File: src/core/link_gate_pkg.sv
// Package of constants shared by the serial link transmit gating and status block.
package link_gate_pkg;
  // Clock period in picoseconds at 200 MHz.
  localparam int CLK_PERIOD_PS = 5000;
  // Number of verification sequences that must be received before the channel is ready.
  localparam int VERIFY_NEEDED = 4;
  // Time in nanoseconds that each transceiver reset stage is held, one stage after another.
  localparam int STAGE_HOLD_NS = 100;
  localparam int STAGE_HOLD_CYC = (STAGE_HOLD_NS * 1000 + CLK_PERIOD_PS - 1) / CLK_PERIOD_PS;
  // Period of the periodic initialization pattern in simplex recovery, in nanoseconds.
  localparam int INIT_PERIOD_NS = 1000;
  localparam int INIT_PERIOD_CYC = (INIT_PERIOD_NS * 1000) / CLK_PERIOD_PS;
  // Reset value of the verification counter.
  localparam logic [2:0] VERIFY_RST = 3'h0;
  // Bit positions of the stage-done vector.
  localparam int TX_DONE_BIT = 0;
  localparam int RX_DONE_BIT = 1;
endpackage

File: src/core/link_gate.sv
// Transmit gating, receive qualification, reset sequencing and lane/channel status of the link layer.
`timescale 1ns/1ps
module link_gate
  import link_gate_pkg::*;
#(
  parameter int DATA_W       = 64,
  parameter int VERIFY_COUNT = VERIFY_NEEDED,
  parameter int INIT_PERIOD  = INIT_PERIOD_CYC
) (
  input  wire logic              CLOCK_I,
  input  wire logic              SYS_RST_I,
  input  wire logic              TX_RESET_I,
  input  wire logic              RX_RESET_I,
  input  wire logic              CLK_NOT_LOCKED_I,
  input  wire logic              NFC_ENABLE_I,
  input  wire logic              SIMPLEX_RECOVER_I,
  input  wire logic              NFC_REQ_I,
  input  wire logic              UFC_REQ_I,
  input  wire logic              USER_K_VALID_I,
  input  wire logic              TX_VALID_I,
  output logic                   TX_READY_O,
  output logic                   TX_ACCEPT_O,
  input  wire logic              REMOTE_XOFF_I,
  input  wire logic              REMOTE_XON_I,
  input  wire logic              BLOCK_SYNC_I,
  input  wire logic              TRAIN_DONE_I,
  input  wire logic              VERIFY_RX_I,
  input  wire logic              LINE_VALID_I,
  input  wire logic              LINE_LAST_I,
  input  wire logic [DATA_W-1:0] LINE_DATA_I,
  output logic                   RX_VALID_O,
  output logic                   RX_LAST_O,
  output logic [DATA_W-1:0]      RX_DATA_O,
  output logic                   TX_RESET_DONE_O,
  output logic                   RX_RESET_DONE_O,
  output logic                   SEND_INIT_O,
  output logic                   LANE_UP_O,
  output logic                   CHANNEL_UP_O
);
  // every register here runs on CLOCK_I, the clock derived from the transmit output clock.

  typedef enum logic [3:0] {
    ST_HOLD = 4'h1,
    ST_TX   = 4'h2,
    ST_RX   = 4'h4,
    ST_DONE = 4'h8
  } rst_state_e;

  rst_state_e   state;
  rst_state_e   next_state;
  logic         xoff;
  logic [2:0]   verify_cnt;
  logic [$clog2(INIT_PERIOD+1)-1:0] init_cnt;
  logic         tx_stage_done;
  logic         rx_stage_done;
  logic [1:0]   stage_done;

  // Any hold condition keeps the sequencer in its first state.
  wire hold_any = CLK_NOT_LOCKED_I | TX_RESET_I | RX_RESET_I;

  // Stage counters time each transceiver reset step.
  stage_counter #(.COUNT(STAGE_HOLD_CYC)) u_tx_stage (
    .CLOCK_I   (CLOCK_I),
    .SYS_RST_I (SYS_RST_I),
    .start_i   (state == ST_TX),
    .done_o    (tx_stage_done)
  );
  stage_counter #(.COUNT(STAGE_HOLD_CYC)) u_rx_stage (
    .CLOCK_I   (CLOCK_I),
    .SYS_RST_I (SYS_RST_I),
    .start_i   (state == ST_RX),
    .done_o    (rx_stage_done)
  );
  assign stage_done = {rx_stage_done, tx_stage_done};

  // Next-state decode of the sequential reset.
  always_comb
  begin
    next_state = state;
    case (state)
      ST_HOLD: if (!hold_any) next_state = ST_TX;
      ST_TX:   if (stage_done[TX_DONE_BIT]) next_state = ST_RX;
      ST_RX:   if (stage_done[RX_DONE_BIT]) next_state = ST_DONE;
      ST_DONE: next_state = ST_DONE;
      default: next_state = ST_HOLD;
    endcase
    if (hold_any)
      next_state = ST_HOLD;
  end

  // Reset sequencer state register.
  always_ff @(posedge CLOCK_I or posedge SYS_RST_I)
  begin
    if (SYS_RST_I)
      state <= ST_HOLD;
    else
      state <= next_state;
  end

  // Done indications: transmit after its stage, receive at the end of initialization.
  always_ff @(posedge CLOCK_I or posedge SYS_RST_I)
  begin
    if (SYS_RST_I)
    begin
      TX_RESET_DONE_O <= 1'b0;
      RX_RESET_DONE_O <= 1'b0;
    end
    else
    begin
      TX_RESET_DONE_O <= (next_state == ST_RX) || (next_state == ST_DONE);
      RX_RESET_DONE_O <= (next_state == ST_DONE);
    end
  end

  wire init_done = (state == ST_DONE) & RX_RESET_DONE_O;

  // Next lane level, shared so that channel status never outlives the lane by a cycle.
  wire next_lane_up = init_done & BLOCK_SYNC_I & TRAIN_DONE_I;

  // Lane ready follows block sync and finished training after initialization.
  always_ff @(posedge CLOCK_I or posedge SYS_RST_I)
  begin
    if (SYS_RST_I)
      LANE_UP_O <= 1'b0;
    else
      LANE_UP_O <= next_lane_up;
  end

  // Verification sequences are counted while the lane is up; channel ready at the count.
  always_ff @(posedge CLOCK_I or posedge SYS_RST_I)
  begin
    if (SYS_RST_I)
    begin
      verify_cnt   <= VERIFY_RST;
      CHANNEL_UP_O <= 1'b0;
    end
    else if (!LANE_UP_O || !next_lane_up)
    begin
      verify_cnt   <= VERIFY_RST;
      CHANNEL_UP_O <= 1'b0;
    end
    else if (VERIFY_RX_I && !CHANNEL_UP_O)
    begin
      verify_cnt <= verify_cnt + 3'h1;
      if (verify_cnt == 3'(VERIFY_COUNT - 1))
        CHANNEL_UP_O <= 1'b1;
    end
  end

  // Remote flow state: stop sets, resume clears, stop wins when both arrive together.
  always_ff @(posedge CLOCK_I or posedge SYS_RST_I)
  begin
    if (SYS_RST_I)
      xoff <= 1'b0;
    else if (!NFC_ENABLE_I || !CHANNEL_UP_O)
      xoff <= 1'b0;
    else if (REMOTE_XOFF_I)
      xoff <= 1'b1;
    else if (REMOTE_XON_I)
      xoff <= 1'b0;
  end

  // Transmit ready gating; acceptance is valid and ready in the same cycle.
  assign TX_READY_O  = CHANNEL_UP_O & ~NFC_REQ_I & ~UFC_REQ_I & ~USER_K_VALID_I & ~xoff;
  assign TX_ACCEPT_O = TX_VALID_I & TX_READY_O;

  // Periodic initialization pattern strobe for simplex automatic recovery.
  always_ff @(posedge CLOCK_I or posedge SYS_RST_I)
  begin
    if (SYS_RST_I)
    begin
      init_cnt    <= '0;
      SEND_INIT_O <= 1'b0;
    end
    else if (!SIMPLEX_RECOVER_I || !TX_RESET_DONE_O)
    begin
      init_cnt    <= '0;
      SEND_INIT_O <= 1'b0;
    end
    else if (init_cnt == ($bits(init_cnt))'(INIT_PERIOD - 1))
    begin
      init_cnt    <= '0;
      SEND_INIT_O <= 1'b1;
    end
    else
    begin
      init_cnt    <= init_cnt + ($bits(init_cnt))'(1);
      SEND_INIT_O <= 1'b0;
    end
  end

  // Receive outputs register the line and qualify it with valid while channel is up.
  always_ff @(posedge CLOCK_I or posedge SYS_RST_I)
  begin
    if (SYS_RST_I)
    begin
      RX_VALID_O <= 1'b0;
      RX_LAST_O  <= 1'b0;
      RX_DATA_O  <= '0;
    end
    else
    begin
      RX_VALID_O <= LINE_VALID_I & CHANNEL_UP_O;
      if (LINE_VALID_I && CHANNEL_UP_O)
      begin
        RX_LAST_O <= LINE_LAST_I;
        RX_DATA_O <= LINE_DATA_I;
      end
    end
  end

  // Channel ready needs the four sequences counted after the lane came up.
  property p_chan_needs_lane;
    @(posedge CLOCK_I) disable iff (SYS_RST_I) CHANNEL_UP_O |-> LANE_UP_O;
  endproperty
  a_chan_needs_lane: assert property (p_chan_needs_lane) else $error("channel up without lane up");

  property p_chan_rise;
    @(posedge CLOCK_I) disable iff (SYS_RST_I) $rose(CHANNEL_UP_O) |-> $past(verify_cnt) == 3'(VERIFY_COUNT - 1);
  endproperty
  a_chan_rise: assert property (p_chan_rise) else $error("channel up before four sequences");

  property p_flow_req;
    @(posedge CLOCK_I) disable iff (SYS_RST_I) (NFC_REQ_I || UFC_REQ_I) |-> !TX_READY_O;
  endproperty
  a_flow_req: assert property (p_flow_req) else $error("ready high during flow request");

  property p_user_k;
    @(posedge CLOCK_I) disable iff (SYS_RST_I) USER_K_VALID_I |-> !TX_READY_O;
  endproperty
  a_user_k: assert property (p_user_k) else $error("ready high during control block");

  property p_xoff;
    @(posedge CLOCK_I) disable iff (SYS_RST_I)
      (NFC_ENABLE_I && CHANNEL_UP_O && REMOTE_XOFF_I) ##1 (NFC_ENABLE_I && CHANNEL_UP_O && !REMOTE_XON_I) |-> !TX_READY_O;
  endproperty
  a_xoff: assert property (p_xoff) else $error("ready high after stop-flow");

  property p_ready_chan;
    @(posedge CLOCK_I) disable iff (SYS_RST_I) !CHANNEL_UP_O |-> !TX_READY_O;
  endproperty
  a_ready_chan: assert property (p_ready_chan) else $error("ready high while channel down");

  property p_rx_valid;
    @(posedge CLOCK_I) disable iff (SYS_RST_I) RX_VALID_O |-> $past(LINE_VALID_I) && $past(CHANNEL_UP_O);
  endproperty
  a_rx_valid: assert property (p_rx_valid) else $error("receive valid without line word");

  property p_lane;
    @(posedge CLOCK_I) disable iff (SYS_RST_I) $rose(LANE_UP_O) |-> $past(TRAIN_DONE_I) && $past(BLOCK_SYNC_I);
  endproperty
  a_lane: assert property (p_lane) else $error("lane up without training");

  property p_hold;
    @(posedge CLOCK_I) disable iff (SYS_RST_I) hold_any |=> state == ST_HOLD && !TX_RESET_DONE_O;
  endproperty
  a_hold: assert property (p_hold) else $error("initialization proceeded while held");

  property p_order;
    @(posedge CLOCK_I) disable iff (SYS_RST_I) RX_RESET_DONE_O |-> TX_RESET_DONE_O;
  endproperty
  a_order: assert property (p_order) else $error("receive done before transmit done");

  property p_init;
    @(posedge CLOCK_I) disable iff (SYS_RST_I) SEND_INIT_O |=> !SEND_INIT_O;
  endproperty
  a_init: assert property (p_init) else $error("init strobe longer than one cycle");
endmodule

File: src/core/stage_counter.sv
// Down counter that raises a done level after a fixed number of cycles once started.
`timescale 1ns/1ps
module stage_counter #(
  parameter int COUNT = 20
) (
  input  wire logic CLOCK_I,
  input  wire logic SYS_RST_I,
  input  wire logic start_i,
  output logic      done_o
);
  localparam int W = $clog2(COUNT + 1);
  logic [W-1:0] cnt;

  // Counter loads while start is low, counts down to zero once started, then holds done.
  always_ff @(posedge CLOCK_I or posedge SYS_RST_I)
  begin
    if (SYS_RST_I)
    begin
      cnt    <= '0;
      done_o <= 1'b0;
    end
    else if (!start_i)
    begin
      cnt    <= W'(COUNT);
      done_o <= 1'b0;
    end
    else if (cnt != '0)
      cnt <= cnt - W'(1);
    else
      done_o <= 1'b1;
  end
endmodule

File: config.mk
export PLATFORM = sky130hd
export DESIGN_NAME = link_gate
export DESIGN_NICKNAME = d
export VERILOG_FILES = /design/src/core/link_gate_pkg.sv /design/src/core/link_gate.sv /design/src/core/stage_counter.sv
export SDC_FILE = /design/constraint.sdc
export NUM_CORES = 1
export LEC_CHECK = 0
export BUFFER_PORTS_ARGS = -buffer_cell sky130_fd_sc_hd__buf_2
export CAP_MARGIN = 15
export CELL_PAD_IN_SITES_DETAIL_PLACEMENT = 1
export CELL_PAD_IN_SITES_GLOBAL_PLACEMENT = 2
export CORE_AREA = 2 2 124 126
export CTS_CLUSTER_DIAMETER = 80
export CTS_CLUSTER_SIZE = 8
export DETAILED_ROUTE_END_ITERATION = 8
export DIE_AREA = 0 0 126 128
export GPL_ROUTABILITY_DRIVEN = 1
export PLACE_DENSITY = 0.69
export SYNTH_ARGS = -nofsm -noshare
export SYNTH_HDL_FRONTEND = slang
export SYNTH_SLANG_ARGS = --single-unit
File: constraint.sdc
create_clock -name CLOCK_I -period 3.7 [get_ports CLOCK_I]
set_input_delay 0.185 -clock CLOCK_I [delete_from_list [all_inputs] [get_ports CLOCK_I]]
set_output_delay 0.185 -clock CLOCK_I [all_outputs]
set_load 0.02 [all_outputs]
==> run metrics, run 1 <==
Routed WL per cell=around 15 um; Hold Buf Count CTS=0; Yosys warning total=0; commonest non-fill, non-tap cell in the layout=buf_2; Initial Util=roughly 27%; Psw=0.459 mW; HPWL Detailed=roughly 7500 um; Final Max Slew Viols=0; Worst Path Arrival=between 2000 and 2500 ps; # port buffers=154; DR vias=roughly 2900; Root Driver=clkbuf_16; Pint=about 1.7 mW; Comb pwr share=between 3 and 4%; area of the die=roughly 16000 um^2; final period utilization=between 50% and 60%; Clock Sinks=99; final net count=between 500 and 600; setup bufs post-CTS=0; FMAX=481 MHz; min cycle time layout=~2100 ps; global-route wire length before repair=15800 um; TritonCTS clock tree=built; Via-to-Cell Ratio=4.50; most frequent cells in the layout=buf_2, dfrtp_1, mux2_2, nor2_1; sequential share of power=50.0%; Leak=~2.8 nW; final setup fails=0; Sw Ratio=21.2%; Total Routing Usage GR=12.4%; TritonRoute pass-1 iters=4; CP Class=flip-flop to flip-flop; overall power=~2.2 mW; syn avg cell area=13.5 um^2; DRT antenna net count=0; mapped cell area=around 4100 um^2; peak fanout along the critical path=38; largest net degree at the start of global routing=just over 80; Syn Inst Count=300; Design Area, Final=5330 um^2; Synth cell types=36; initial antenna violation count=0; Fillers=between 1500 and 2000; placed cell areas=about 5000 um^2; CTS resizes=0; Crit. End Element=flip-flop; clk_lat worst skew=350 ps; vias in the first global route=slightly above 3000; H-Tree Depth=3; Clk network pwr share=46.6%; Clock Skews=~5.6 ps; Hold Violations, Final=0; sequential share of the synthesized area=61.1%; Clock Path Buffers=2; GPL Wtd Cong=roughly 0.72; Num CTS Buffers=9; gr ovfl total=0; Initial DRC Count=131; Clock Pin Slew Worst Setup and Hold Paths=~70 ps; Remaining DRCs=0; share of cells above drive strength 1=about 53%; RSZ-0062 raised after global routing=false; worst endpoint required time=3930 ps; Die Height=about 130 um; Pwr Density=slightly above 400 nW/um^2; Worst Max-Slew Pin Slew=roughly 1000 ps; Synthesized Nets=just under 400; status=finished clean; cell row count=between 40 and 50; Slew HR=31.2%; Hold Crit Class=primary input to flip-flop; Inserted Diodes=0; core area=14900 um^2; Max Cap Viol=0; peak supply drop=between 0.0002 and 0.00025 V; Seq cells post-synth=just under 100; final setup TNS=0 ps; crit start category=flip-flop; IO Count=roughly 160; final WL=~10000 um; Chip Width=roughly 130 um; synth-to-layout area growth=31.5%
Yosys cell counts (all sizes together):
| library cell | count | area share [%] |
|---|---|---|
| a211oi | 3 | 0.56 |
| a21oi | 9 | 1.1 |
| a2bb2oi | 1 | 0.22 |
| and2 | 3 | 0.46 |
| and3 | 1 | 0.15 |
| buf | 12 | 1.7 |
| dfrtp | 98 | 60 |
| dfstp | 1 | 0.65 |
| ha | 7 | 2.2 |
| inv | 9 | 0.83 |
| mux2 | 65 | 18 |
| mux2i | 4 | 0.99 |
| nand2 | 8 | 0.74 |
| nand2b | 4 | 0.62 |
| nand3 | 4 | 0.49 |
| nand3b | 1 | 0.19 |
| nand4 | 2 | 0.31 |
| nor2 | 25 | 2.3 |
| nor2b | 1 | 0.15 |
| nor3 | 7 | 0.86 |
| nor3b | 3 | 0.56 |
| nor4 | 2 | 0.31 |
| nor4b | 6 | 1.5 |
| o211ai | 1 | 0.19 |
| o21ai | 3 | 0.37 |
| o21bai | 1 | 0.19 |
| o2bb2ai | 1 | 0.37 |
| o311a | 1 | 0.25 |
| o31ai | 2 | 0.37 |
| or3 | 7 | 1.1 |
| or4b | 3 | 0.74 |
| xnor2 | 3 | 0.65 |
| xor2 | 2 | 0.43 |
worst paths after layout:
path,cells past startpoint,to,from,slack (ps)
worst min register to register,1,init_cnt[0]$_DFF_PP0_,init_cnt[0]$_DFF_PP0_,470
max in group asynchronous,3,RX_DATA_O[60]$_DFFE_PP0P_,SYS_RST_I,2750
worst max register to register,3,RX_DATA_O[63]$_DFFE_PP0P_,CHANNEL_UP_O$_DFFE_PP0P_,1620
worst min-delay path,2,RX_DATA_O[27]$_DFFE_PP0P_,LINE_DATA_I[27],60
min in group asynchronous,2,RX_DATA_O[54]$_DFFE_PP0P_,SYS_RST_I,80
worst max-delay path,3,RX_DATA_O[63]$_DFFE_PP0P_,CHANNEL_UP_O$_DFFE_PP0P_,1620
metrics by stage:
stage / setup WS [ps] / instances / util (%) / hold slack (ps)
finish: 1620 / 648 / 35.9 / 63.6
global route: 1450 / 648 / 35.9 / 48.5
CTS: 1590 / 648 / 35.9 / 46.3
detailed placement: 1600 / 633 / 33.8 / 422
global placement: 1660 / 633 / 33.8 / 412
floorplan: 926 / 300 / - / 305
worst max-delay path, stage by stage, from the launching register on:
cell	delay [ps]
dfrtp_1	430
and2_2	770
buf_4	380
mux2_2	360
registers in the layout (all words and copies together), names as in the netlist, 3 cells and up:
| signal | flops |
|---|---|
| RX_DATA_O | 64 |
| state | 4 |
| verify_cnt | 3 |
| u_tx_stage.cnt | 5 |
| init_cnt | 8 |
| u_rx_stage.cnt | 5 |
cell families (layout without fill, tap and decap cells):
group,Yosys count,count (layout),synth area share [%]
AO/OA/AOI/OAI,22,22,3.61
XOR/XNOR,5,5,1.08
adder cells (fa/ha/maj),7,7,2.16
buffers and inverters,21,181,2.53
flip-flops,99,99,61.1
multiplexers,69,69,19.0
AND/OR/NAND/NOR,77,77,10.4
final cells by class:
| cell class | count | area [um^2] | area share (%) |
|---|---|---|---|
| clock buffers | 9 | 225 | 4.22 |
| clock inverters | 6 | 90.1 | 1.69 |
| inverters | 9 | 36.3 | 0.680 |
| multi-input cells | 180 | 1470 | 27.6 |
| flip-flops and latches | 99 | 2480 | 46.5 |
| well taps | 188 | 235 | 4.41 |
| repair buffers | 157 | 793 | 14.9 |
metal layers:
layer  global-route usage (%)  vias to the layer above  routed length, um
li1                         -                     1362                  -
met1                     14.6                     1461               4070
met2                     21.4                       78               5270
met3                     3.13                       16                476
met4                     5.69                        0                219
met5                        0                        -                  0
power groups by stage:
stage | combinational, mW | clock (mW) | sequential (mW)
floorplan | 0.0270 | 0 | 1.10
global placement | 0.0745 | 0 | 1.11
detailed placement | 0.0756 | 0 | 1.11
CTS | 0.0758 | 1.05 | 1.09
global route | 0.0838 | 1.09 | 1.09
finish | 0.0732 | 1.01 | 1.09
No activity file was read; power rests on OpenSTA's default activity.
==> inputs of run 2 (changes only) <==
ABC_AREA = 1   (was default)
CORE_AREA = 2 2 125 127   (was 2 2 124 126)
DIE_AREA = 0 0 127 129   (was 0 0 126 128)
PLACE_DENSITY = 0.77   (was 0.69)
clock period = 2.09 ns   (was 3.7 ns; I/O delays follow)
==> run 2 against run 1 <==
Net effect: clock power rose by 71%; critical path depth increased by 3; final cell count grew 37%; sequential power rose by 76%; core utilization grew 4.6 points; clock-buffer cell count increased by 2; largest cell class unchanged; largest power group unchanged; highest routed layer unchanged.
==> run metrics, run 2 <==
status=finished clean; dominant cell type by area after synthesis=dfrtp_1; delay-heaviest family, CP=buffers and inverters; Worst Path Arrival=1920 ps; Max Cap Viol=0; Final Max Slew Viols=0; Post-synth EDFFs=0; Clock Skews=between 10 and 15 ps; Total Routing Usage GR=~16%; CP Buf/Inv Count=3; TritonRoute pass-1 iters=4; Seq cells post-synth=between 90 and 100; Synth top area share=just under 60%; DR vias=3875; post-place setup slack=about 640 ps; share of cells above drive strength 1=about 26%; Crit. End Element=flip-flop; Clock Pin Slew Worst Setup and Hold Paths=roughly 70 ps; cell row count=45; Hold WS=roughly 12 ps; Worst Max-Slew Pin Slew=~700 ps; min cycle time layout=1640 ps; GR Layer Usage met1=a little under a fifth; Yosys warning total=0; met2 Usage GRT=27.6%; TritonCTS clock tree=built; most frequent cells in the layout=nand2_1, buf_2, dfrtp_1, dlygate4sd3_1, inv_1; worst endpoint required time=2370 ps; Min-Delay Path Depth=3; GPL Wtd Cong=between 0.7 and 0.8; H-Tree Depth=3; CP max-delay cell=dlygate4sd3_1; Die Height=around 130 um; Syn Inst Count=470; final setup TNS=0 ps; Largest Register=RX_DATA_O; sequential share of the synthesized area=between 60 and 70%; RSZ-0062 raised after global routing=false; Synthesized Nets=559; CTS resizes=0; Synth cell types=31; clk_lat worst skew=350 ps; core area=approximately 15000 um^2; Clock Sinks=between 90 and 100; Fillers=roughly 1800; top cells by count, synth=nand2_1, dfrtp_1, inv_1; cells along the critical path=inv_1 -> nand2_1 -> nor2_1 -> inv_1 -> nor4_1 -> dlygate4sd3_1; final net count=782; mapped cell area=roughly 4000 um^2; synth-to-layout area growth=47.1%; capture point of the worst reg-to-reg path=LANE_UP_O$_DFF_PP0_; global-route wire length before repair=20600 um; register-to-register setup slack=around 450 ps; DRT antenna net count=0; area of the die=about 16000 um^2; commonest non-fill, non-tap cell in the layout=nand2_1; IO Count=155; Initial DRC Count=~120; Critical Path Max Stage Delay=580 ps; Via-to-Cell Ratio=4.37; M3 GR Usage=around 4.4%; Hold Violations, Final=0; FF-to-FF path depth=6; initial antenna violation count=0; Slew HR=between 50% and 60%; Chip Width=127 um; CP Class=flip-flop to flip-flop; vias in the first global route=4311; syn avg cell area=8.76 um^2; Crit path top cell by count=inv_1; Root Driver=clkbuf_16; origin of the critical flop-to-flop path=state[1]$_DFF_PP0_; max FFs per register=64; setup bufs post-CTS=0; Hold EP=state[0]$_DFF_PP1_; Largest regs=RX_DATA_O (64), init_cnt (8); prevailing post-synth register cell=dfrtp_1; Remaining DRCs=0; Leak=3.45 nW; Clock Path Buffers=2; Pwr Density=~640 nW/um^2; largest net degree at the start of global routing=100; Setup WS post-layout=approximately 450 ps; Design Area, Final=6060 um^2; final setup fails=0; Synth area leaders=dfrtp_1, nand2_1, inv_1; grt peak-use layer=met2; most common cell in the netlist=nand2_1; gr ovfl total=0; Inserted Diodes=0; FMAX=around 600 MHz; peak supply drop=roughly 0.00034 V; Post-synth ARST share=between 90% and 100%; Hold Buf Count CTS=69; Num CTS Buffers=9; # port buffers=~150; final WL=~13000 um; start point of the worst hold path=RX_RESET_I; crit start category=flip-flop; peak fanout along the critical path=3; HPWL Detailed=slightly above 8000 um; placed cell areas=5060 um^2; Routed WL per cell=roughly 14 um; final period utilization=78.6%; Hold Crit Class=primary input to flip-flop; Initial Util=~27%; Crit. Startpoint=state[1]$_DFF_PP0_
-- run 2: cell count changes after synthesis, moves of 5 or more --
cell | before | now
buf_2 | 10 | 4
inv_1 | 9 | 33
mux2_2 | 65 | 0
nand2_1 | 8 | 230
nand3_1 | 4 | 16
nor2_1 | 25 | 30
nor4b_1 | 5 | 0
or3_1 | 7 | 0
-- run 2: area by class of cell --
type | count | area [um^2] | area share, %
multi-input cells | 322 | 1400 | 23.0
clock inverters | 5 | 61.3 | 1.01
inverters | 35 | 135 | 2.23
well taps | 188 | 235 | 3.88
flip-flops and latches | 99 | 2480 | 40.9
repair buffers | 226 | 1510 | 24.9
clock buffers | 11 | 243 | 4.01
-- run 2: worst reg2reg max path: cells and delay by family, from the launching register on --
| family | cells | cell delay [ps] |
|---|---|---|
| buf+inv | 3 | 760 |
| simple gates | 3 | 460 |
| flops | 1 | 380 |
-- run 2: kinds of logic (layout without fill, tap and decap cells) --
logic type	after synthesis	in the layout	synth area share, %
AND/OR/NAND/NOR	290	290	27.9
flip-flops	99	99	60.2
adder cells (fa/ha/maj)	7	7	2.13
AO/OA/AOI/OAI	22	22	3.16
XOR/XNOR	3	3	0.638
buffers and inverters	49	277	5.96
-- run 2: worst max-delay path by stage --
stage               cells after the start                   endpoint
global placement                        5  RX_DATA_O[52]$_DFFE_PP0P_
floorplan                               3                TX_ACCEPT_O
detailed placement                      4  RX_DATA_O[31]$_DFFE_PP0P_
finish                                  6        LANE_UP_O$_DFF_PP0_
global route                            6        LANE_UP_O$_DFF_PP0_
CTS                                     6        LANE_UP_O$_DFF_PP0_
-- run 2: metrics by stage --
stage               instances  power [mW]  util, %
floorplan                 470        2.00        -
global placement          801        2.10     33.8
detailed placement        801        2.10     33.8
CTS                       886        3.95     40.5
global route              886        4.07     40.5
finish                    886        3.89     40.5
-- run 2: report_power, final --
| part | switching (mW) | internal [mW] | total, mW |
|---|---|---|---|
| Combinational | 0.0984 | 0.146 | 0.244 |
| Sequential | 0.00148 | 1.92 | 1.92 |
| Clock | 0.759 | 0.969 | 1.73 |
| Total | 0.859 | 3.03 | 3.89 |
-- run 2: routing by layer --
metal  part of all wire [%]  routed length [um]  up-vias
met4                    2.0                 253        0
met3                    5.3                 669       17
met2                     51                6400      112
li1                       -                   -     1882
met5                      0                   0        -
met1                     42                5220     1864
